[src/cgc_pkg.sv]
package cgc_pkg;
    // Descriptor table selector
    localparam logic [1:0] TBL_GLOBAL = 2'h0;
    localparam logic [1:0] TBL_LOCAL = 2'h1;
    localparam logic [1:0] TBL_INTR = 2'h2;
    // Gate type codes (low nibble of the type field)
    localparam logic [3:0] TYPE_GATE16 = 4'h4;
    localparam logic [3:0] TYPE_GATE32 = 4'hC;
    // Gate low-word field positions
    localparam int OFS_LO_LSB = 0;
    localparam int SEL_LSB = 16;
    localparam int PCNT_LSB = 32;
    localparam int TYPE_LSB = 40;
    localparam int DPL_LSB = 45;
    localparam int PRES_BIT = 47;
    localparam int OFS_MID_LSB = 48;
    // Upper half: bytes 11:8 offset, bits 12:8 of top dword type
    localparam int OFS_HI_LSB = 64;
    localparam int UTYPE_LSB = 104;
    localparam logic [4:0] UTYPE_ZERO = 5'h00;
    // Canonical address width
    localparam int VA_BITS = 48;
    // Push unit sizes in bytes
    localparam logic [3:0] PUSH_2 = 4'h2;
    localparam logic [3:0] PUSH_4 = 4'h4;
    localparam logic [3:0] PUSH_8 = 4'h8;
    localparam logic [4:0] PCNT_NONE = 5'h00;

    // Request into the checker
    typedef struct packed {
        logic is_call;
        logic long_mode;
        logic [1:0] gate_table;
        logic [1:0] gate_rpl;
        logic [31:0] ptr_offset;
        logic [127:0] gate_desc;
        logic [1:0] cur_cpl;
        logic [1:0] cs_dpl;
        logic cs_conforming;
        logic cs_long;
        logic cs_default32;
        logic [63:0] cs_base;
    } cgc_req_t;

    // Result from the checker
    typedef struct packed {
        logic permit;
        logic gp_fault;
        logic np_fault;
        logic [15:0] fault_sel;
        logic [63:0] entry_addr;
        logic [1:0] new_cpl;
        logic stack_switch;
        logic [3:0] push_bytes;
        logic [4:0] param_count;
        logic [15:0] target_sel;
    } cgc_res_t;

    typedef enum logic [2:0] {
        CGC_IDLE = 3'h1,
        CGC_EVAL = 3'h2,
        CGC_DONE = 3'h4
    } cgc_state_t;
endpackage
[src/cgc_gate_check.sv]
`timescale 1ns/1ps
module cgc_gate_check (
    input wire logic clk_in,
    input wire logic srst_in,
    input wire logic req_valid_in,
    input wire cgc_pkg::cgc_req_t req_in,
    output logic busy_out,
    output logic res_valid_out,
    output cgc_pkg::cgc_res_t res_out
);

    cgc_pkg::cgc_state_t state;
    cgc_pkg::cgc_state_t next_state;
    cgc_pkg::cgc_req_t req;
    cgc_pkg::cgc_res_t res;
    cgc_pkg::cgc_res_t next_res;

    // Gate field decode
    wire [127:0] d = req.gate_desc;
    wire [15:0] g_sel = d[cgc_pkg::SEL_LSB +: 16];
    wire [4:0] g_pcnt = d[cgc_pkg::PCNT_LSB +: 5];
    wire [3:0] g_type = d[cgc_pkg::TYPE_LSB +: 4];
    wire [1:0] g_dpl = d[cgc_pkg::DPL_LSB +: 2];
    wire g_present = d[cgc_pkg::PRES_BIT];
    wire [4:0] g_utype = d[cgc_pkg::UTYPE_LSB +: 5];
    wire [31:0] ofs32 = {d[cgc_pkg::OFS_MID_LSB +: 16],
                         d[cgc_pkg::OFS_LO_LSB +: 16]};
    wire [63:0] ofs64 = {d[cgc_pkg::OFS_HI_LSB +: 32], ofs32};
    wire [15:0] ofs16 = d[cgc_pkg::OFS_LO_LSB +: 16];

    // Gate kind by mode
    wire is_g16 = !req.long_mode && g_type == cgc_pkg::TYPE_GATE16;
    wire is_g32 = !req.long_mode && g_type == cgc_pkg::TYPE_GATE32;
    wire is_g64 = req.long_mode && g_type == cgc_pkg::TYPE_GATE32;
    wire bad_type = !(is_g16 || is_g32 || is_g64);

    // Table and structural checks
    // Codes from the interrupt table upward are never gate sources
    wire bad_table = req.gate_table >= cgc_pkg::TBL_INTR;
    wire bad_upper = is_g64 && g_utype != cgc_pkg::UTYPE_ZERO;
    wire [16:0] sext_hi = ofs64[63:cgc_pkg::VA_BITS-1];
    wire noncanon = is_g64 && !(&sext_hi || ~|sext_hi);
    wire bad_cs_mode = is_g64 && !(req.cs_long && !req.cs_default32);

    // Privilege checks
    wire gate_priv_ok = req.cur_cpl <= g_dpl && req.gate_rpl <= g_dpl;
    wire conf_ok = req.cs_conforming && req.cs_dpl <= req.cur_cpl;
    wire nconf_call_ok = !req.cs_conforming && req.is_call &&
                         req.cs_dpl <= req.cur_cpl;
    wire nconf_jmp_ok = !req.cs_conforming && !req.is_call &&
                        req.cs_dpl == req.cur_cpl;
    wire dest_ok = conf_ok || nconf_call_ok || nconf_jmp_ok;

    // Fault priority: table, type and upper type, present, privilege, layout
    wire gp_gate = bad_table || bad_type || bad_upper;
    wire np = !gp_gate && !g_present;
    wire gp_priv = !gp_gate && g_present && (!gate_priv_ok || !dest_ok);
    wire gp_cs = !gp_gate && g_present && !gp_priv && (bad_cs_mode || noncanon);
    wire ok = !gp_gate && g_present && !gp_priv && !gp_cs;

    // Transfer outcome
    wire switch_stk = req.is_call && !req.cs_conforming &&
                      req.cs_dpl < req.cur_cpl;
    wire [63:0] g_ofs = is_g64 ? ofs64 :
                        is_g32 ? {32'h0000_0000, ofs32} :
                        {48'h0000_0000_0000, ofs16};
    wire [63:0] entry = req.cs_base + g_ofs;
    wire [3:0] push_w = is_g64 ? cgc_pkg::PUSH_8 :
                        is_g32 ? cgc_pkg::PUSH_4 : cgc_pkg::PUSH_2;
    wire [4:0] pcnt = (is_g64 || !switch_stk) ? cgc_pkg::PCNT_NONE
                                              : g_pcnt;

    // Result assembly; nothing changes unless permitted
    always_comb begin
        next_res = '0;
        next_res.permit = ok;
        next_res.gp_fault = gp_gate || gp_priv || gp_cs;
        next_res.np_fault = np;
        next_res.fault_sel = gp_cs && bad_cs_mode ? g_sel :
                             16'h0000;
        if (np) begin
            next_res.fault_sel = req.gate_desc[cgc_pkg::SEL_LSB +: 16];
        end
        if (ok) begin
            next_res.entry_addr = entry;
            next_res.new_cpl = switch_stk ? req.cs_dpl : req.cur_cpl;
            next_res.stack_switch = switch_stk;
            next_res.push_bytes = push_w;
            next_res.param_count = pcnt;
            next_res.target_sel = g_sel;
        end else begin
            next_res.new_cpl = req.cur_cpl;
        end
    end

    // Sequencer: capture, evaluate, present
    always_comb begin
        case (state)
            cgc_pkg::CGC_IDLE:
                next_state = req_valid_in ? cgc_pkg::CGC_EVAL
                                          : cgc_pkg::CGC_IDLE;
            cgc_pkg::CGC_EVAL: next_state = cgc_pkg::CGC_DONE;
            cgc_pkg::CGC_DONE: next_state = cgc_pkg::CGC_IDLE;
            default: next_state = cgc_pkg::CGC_IDLE;
        endcase
    end

    // Request capture; pointer offset is held but unused
    always_ff @(posedge clk_in) begin
        if (srst_in) begin
            req <= '0;
        end else if (state == cgc_pkg::CGC_IDLE && req_valid_in) begin
            req <= req_in;
        end
    end

    always_ff @(posedge clk_in) begin
        if (srst_in) begin
            state <= cgc_pkg::CGC_IDLE;
            res <= '0;
        end else begin
            state <= next_state;
            if (state == cgc_pkg::CGC_EVAL) begin
                res <= next_res;
            end
        end
    end

    assign busy_out = state != cgc_pkg::CGC_IDLE;
    assign res_valid_out = state == cgc_pkg::CGC_DONE;
    assign res_out = res;
endmodule

[config.mk]
export PLATFORM = sky130hd
export DESIGN_NAME = cgc_gate_check
export DESIGN_NICKNAME = d
export VERILOG_FILES = /design/src/cgc_pkg.sv /design/src/cgc_gate_check.sv
export SDC_FILE = /design/constraint.sdc
export NUM_CORES = 1
export LEC_CHECK = 0
export BUFFER_PORTS_ARGS = -buffer_cell sky130_fd_sc_hd__buf_2
export CAP_MARGIN = 20
export CORE_MARGIN = 4
export CORE_UTILIZATION = 45
export DETAILED_ROUTE_END_ITERATION = 6
export PLACE_DENSITY = 0.75
export SYNTH_ARGS = -nofsm -noshare
export SYNTH_HDL_FRONTEND = slang
export SYNTH_SLANG_ARGS = --single-unit
[constraint.sdc]
create_clock -name clk_in -period 3.4 [get_ports clk_in]
set_clock_uncertainty 0.2 [all_clocks]
set_input_delay 0.51 -clock clk_in [delete_from_list [all_inputs] [get_ports clk_in]]
set_output_delay 0.51 -clock clk_in [all_outputs]
set_load 0.03 [all_outputs]
# --- Yosys cells after proc, flatten, opt, wreduce, memory -nomap -nowiden ---
# Index checks and enable logic that the tools add are counted.
word_totals:
  register_bits: 300
  latchBits: 0
  mem_bits_rw: 0
  rom_bits: 0
  input_bits: 240
  out_inout_bits: 113
  word_cells: 100
  mem_count: 0
op_classes:
  n_addsub: 1
  n_mul: 0
  div: 0
  order_cmp: 5
  eq_ne: 7
  shifts: 0
  n_mux: 13
  bitwise_logic: 0
  n_reduce_logical: 52
op_table:
  columns: ["operator", "count"]
  rows:
  - ["2-to-1 mux 64 bit", 2]
  - ["adder 64 bit", 1]
  - ["2-to-1 mux 16 bit", 2]
  - ["2-to-1 mux 32 bit", 1]
  - ["2-to-1 mux 26 bit", 1]
  - ["logical AND 1 bit", 22]
  - ["AND reduction 17 bit", 1]
  - ["OR reduction 17 bit", 1]
  - ["logical NOT 1 bit", 15]
  - ["logical OR 1 bit", 12]
  - ["<= comparator 2 bit", 3]
  - ["2-to-1 mux 2 bit", 3]
  - ["one-hot mux 3 bit (2 select lines)", 1]
  - ["2-to-1 mux 5 bit", 1]
  - ["nonzero test 5 bit", 1]
  - ["equality test 4 x 3 -> 1 bit, second input constant", 1]
  - ["equality test 4 bit, second input constant", 1]
  - ["2-to-1 mux 4 bit", 1]
  - ["equality test 3 x 1 -> 1 bit, second input constant", 1]
  - ["equality test 3 x 2 -> 1 bit, second input constant", 1]
  - ["equality test 3 bit, second input constant", 1]
  - ["2-to-1 mux 3 bit", 1]
  - ["!= test 3 x 1 -> 1 bit, second input constant", 1]
  - ["equality test 2 bit", 1]
  - ["2 further kinds", 2]

# --- Depth between registers and ports, before layout ---
depth:
  depth_word: 16
  mapped_depth: 16
  ltp_nobuf: 13

# --- Worst setup path after synthesis ---
# No wires, ideal clock.
synth_path:
  kind: "register -> register"
  start: "register req, in the netlist d[40]"
  end: "register res, in the netlist res_out[90]"
  setup_ps: 117
  t_arrival_ps: 3403
  slack_ps: -320
  path_stages_with_launch: 17
  synth_period_minus_slack_ps: 3720
  path_cell_list: "dfxtp_1 -> nor2_1 -> and3_1 -> clkbuf_1 -> clkbuf_1 -> and2_1 -> ha_1 -> buf_4 -> a21oi_1 -> o22ai_1 -> o21a_1 -> a21oi_1 -> o221a_2 -> o21a_1 -> a21oi_1 -> or4_1 -> a32o_1"
synth_between:
  elab_chain_len: 16
  word_cells_on_any_way: 26
  classes_between: "add/sub (1); eq/ne (2); mux (3); reduce/logical (20)"
synth_lines:
  columns: ["element", "line_no", "text"]
  rows:
  - ["start, declared", "cgc_gate_check.sv:14", "cgc_pkg::cgc_req_t req;"]
  - ["start signal, assigned", "cgc_gate_check.sv:113", "req <= req_in;"]
  - ["parallel branches: the longest is 15 deep, another holds adder 64 bit", null, null]
  - ["2-to-1 mux 64 bit (*)", "cgc_gate_check.sv:84", "if (ok) begin"]
  - ["end signal, assigned", "cgc_gate_check.sv:124", "res <= next_res;"]
  - ["end, declared", "cgc_gate_check.sv:15", "cgc_pkg::cgc_res_t res;"]
# Mark *: on every way between the ends.
# A chain may end at the register's enable or synchronous reset.

# --- Worst setup path after layout ---
layout_path:
  start: "register req, in the netlist d[40]"
  end: "register res, in the netlist res_out[84]"
# Same word-level chain as after synthesis.

==> results summary <==
The flow ran to the end, but the final reports show violations. The final reports fail on setup timing. The area fraction of the dominant cell type after synthesis is about two fifths.

The depth of the worst register-to-register path is 15. The critical path capture point type is a flip-flop. The number of hold violations in the final report is 0. The per-cell via count in the routed design is between 5 and 6. The fraction of the mapped netlist area in compound gates came out at a little over a fifth. By area the synthesized netlist is led by dfxtp_1 (40%), nand2_1 (13%), a21oi_1 (11%). Once detailed placement completed, the half-perimeter wirelength came to 32330 µm. The maximum clock path buffer count came out at 3.

Max-cap violations in this run came to 0. The remaining global-route overflow is 0. The fraction of synthesized area in multiplexers is 0.1415%. By instance count, the leading cell after synthesis is nand2_1.

For this run, the leading register cell type out of synthesis is dfxtp_1. The path class of the tightest hold or removal check is primary input to flip-flop. The sequential cells in the finished layout cover a total of 5728 µm². The pin count of the biggest net entering global routing is roughly 130. The root cell of the clock tree is clkbuf_16. The wire length of the first global-routing pass came out at ~78000 µm. Setup repair after global routing could not meet its margin everywhere.

At the placement stage, the worst setup path has a slack of -0.3178 ns. The post-synth design cell area is about 14000 µm². STA puts the critical path data arrival time at just under 4 ns.

The routed wire length per instance came out at ~18 µm. The number of placement rows is 64. The layout has ~2300 filler cells.

The area enclosed by the die boundary came out at ~34000 µm². The commonest cells after synthesis are nand2_1 (481), a21oi_1 (297), dfxtp_1 (286). The fraction of layout cells with a size suffix above 1 is 26.84%.

The residual antenna-violating net count after detailed routing came out at 0. The average footprint of a synthesized cell came out at around 7.6 µm². Once routing completed, OpenROAD measured the worst setup slack at -0.2453 ns. The slack of the worst reg-to-reg path came out at -0.25 ns.

The via count of the first global-routing pass came out at approximately 16000. The number of nets in the layout is approximately 2700. The largest family of logic cells by synthesized area is simple AND/OR/NAND/NOR gates. Counting every net in the synthesized netlist gives about 2200. The insertion delay of the later-clocked pin in the worst-skew pair is slightly below 0.6 ns.

The maximum vdd ir drop is 386.6 µV. The count of flip-flops with a built-in enable after synthesis came out at 0. For this configuration, the core starts out at a cell density of a little under half. In this run the most critical hold path is launched from req_in[60].

The synthesized design spends more area on one cell type than any other, namely dfxtp_1. The detailed-route via count came out at between 15000 and 20000. The count of buffers inserted at the top-level ports is between 200 and 300. The congestion estimate from routability-driven global placement came to 0.9550. After clock tree synthesis, the clock-pin slew on the worst setup and hold paths is 0.06 ns.

The number of clock sinks is about 290. The multi-input logic area is roughly 8700 µm². In this run, CTS created clock tree buffers numbering 30. The sequential element share of the synthesized area came out at about two fifths. The critical path in this run is classified as flip-flop to flip-flop. Relative to the synthesized area, the layout overhead comes to 47.59%.

The worst hold path passes through 3 cells. The number of different library cells in the post-synthesis netlist came out at between 70 and 80. The achievable clock frequency is about 0.27 GHz. The detailed router finished its first iteration with between 1000 and 1500 violations. The H-tree depth came out at 1. The final routed wirelength across all metal layers is 51380 µm. The destination of the worst register-to-register timing path is res_out[84].

The power density normalized to cell area came out at roughly 400 nW/µm². The leakage power of the design is a little over 9 nW. The worst setup path is launched from a flip-flop. The area of the placeable core came out at approximately 30000 µm². The final critical path takes up 107.2% of the cycle. TritonCTS built the clock tree. With fillers left out, the area of the finished cells amounts to between 20000 and 25000 µm². The Yosys step of the flow raised 0 warnings. The worst hold path terminates at req[60]. The data required time of the worst path came out at between 3 and 4 ns. The worst register-to-register path begins at d[40]. Headroom to the max-slew limit came out at 50.15%. Synthesis inferred about 290 register bits. Of the total synthesized cell area, the portion taken by XOR and XNOR cells is roughly 3.2%. For this run, the detailed router's first-pass iteration total came to 5. The post-placement cell area came out at 16730 µm². The slew at the pin closest to its max-slew limit came out at roughly 0.74 ns. The number of remaining DRC errors came out at 0. In this run the horizontal extent of the chip is roughly 190 µm. The number of placed I/O pins is 353. The design draws just over 8 mW. The simple-gate area share of the yosys netlist is between 20% and 30%. The die is between 150 and 200 µm tall. The share of synthesized cell area in full adder, half adder and majority cells came out at between 6 and 7%. The clock period minus worst slack is approximately 3.6 ns. The aggregate global-route resource usage is 27.37%. The number of antenna violations at the first check in global routing is 3. The number of pins exceeding their max-slew limit in the final report was 0. Of all flip-flops after synthesis, the portion carrying an async set or reset was 0%. The final-report setup violation count came out at 25. In the synthesized netlist, the number of instances is ~1900. The largest driver fanout on the critical path came out at 6.
==> cell usage in the layout, fill, tap and decap left out, types with 43 or more instances in the layout <==
cell type / n
nand2_1: 474
o21ai_0: 43
buf_2: 286
a21oi_1: 268
buf_4: 139
dlygate4sd3_1: 179
nand3_1: 50
dfxtp_1: 284
nor2_1: 82
ha_1: 54
==> timing repair <==
item	4_1_cts	5_1_grt
pin swaps	16	69
resized for setup	66	127
hold buffers	179	0
endpoints found under the hold margin	173	0
endpoints found under the setup margin	31	42
cloned	0	4
buffers inserted	6	27
==> state kept, by name (all words and copies together) (netlist names) <==
signal and flops:
res_out 110, d 97, req 76, state 3
==> cells by family (layout without fill, tap and decap cells) <==
group | Yosys count | in the layout
mux | 2 | 2
other cells | 1 | 4
xor+xnor | 52 | 52
fa+ha+maj | 77 | 77
flops | 286 | 286
buf+inv | 145 | 715
compound gates | 526 | 526
simple gates | 763 | 763
==> metrics by stage <==
step | std cells | TNS (ns) | utilization (%) | hold slack, ns
finish | 2821 | -2.805 | 67.74 | 0.03328
global route | 2820 | -6.559 | 67.74 | 0.02569
CTS | 2788 | -1.046 | 64.62 | 0.002739
detailed placement | 2548 | -4.861 | 54.25 | 0.2399
global placement | 2548 | -2.450 | 54.25 | 0.2329
floorplan | 1852 | 0 | - | 0.2311
==> report_power, final <==
part / switching, mW / leakage, nW / total, mW / internal [mW]
combinational: 0.608 / 6.29 / 1.12 / 0.511
clock: 1.46 / 0.533 / 3.54 / 2.09
sequential: 0.109 / 2.33 / 3.60 / 3.49
total: 2.17 / 9.15 / 8.26 / 6.09
==> area by class of cell <==
cell class,instances,share of cell area (%)
sequential,286,27.43
clock buffer,39,4.092
timing repair buffer,635,22.75
antenna,3,0.03595
clock inverter,16,1.084
inverter,25,0.4493
tap,396,2.372
multi-input combinational,1421,41.79
==> layer usage <==
layer,up-vias,track usage [%],share of wire (%)
li1,7502,-,-
met1,7423,32.77,39
met2,672,48.27,49
met3,169,5.813,7.9
met4,2,10.04,4.4
met5,-,0,0.027
==> worst max-delay path by stage <==
stage,end,cells past startpoint,slack (ns),startpoint
2_1_floorplan,res_out[90],16,0.002,d[41]
3_3_place_gp,res_out[69],14,-0.21,d[41]
3_5_place_dp,res_out[88],15,-0.32,d[41]
4_1_cts,res_out[87],14,-0.18,d[41]
5_1_grt,res_out[84],15,-0.37,d[40]
6_report,res_out[84],15,-0.25,d[40]
==> worst max-delay path, cell delays in order (launching register included) <==
cell      delay, ns
dfxtp_2        0.32
nor2_2         0.12
and3_4         0.31
buf_12         0.15
buf_12         0.10
and2_1         0.20
ha_4           0.24
a21oi_4        0.18
buf_4          0.16
o21ai_0        0.11
a21oi_2        0.26
nand3b_1       0.17
o211ai_4       0.27
a211oi_2       0.11
or3_1          0.40
a32o_1         0.22
Note: power is estimated with default switching activity, not from simulation.
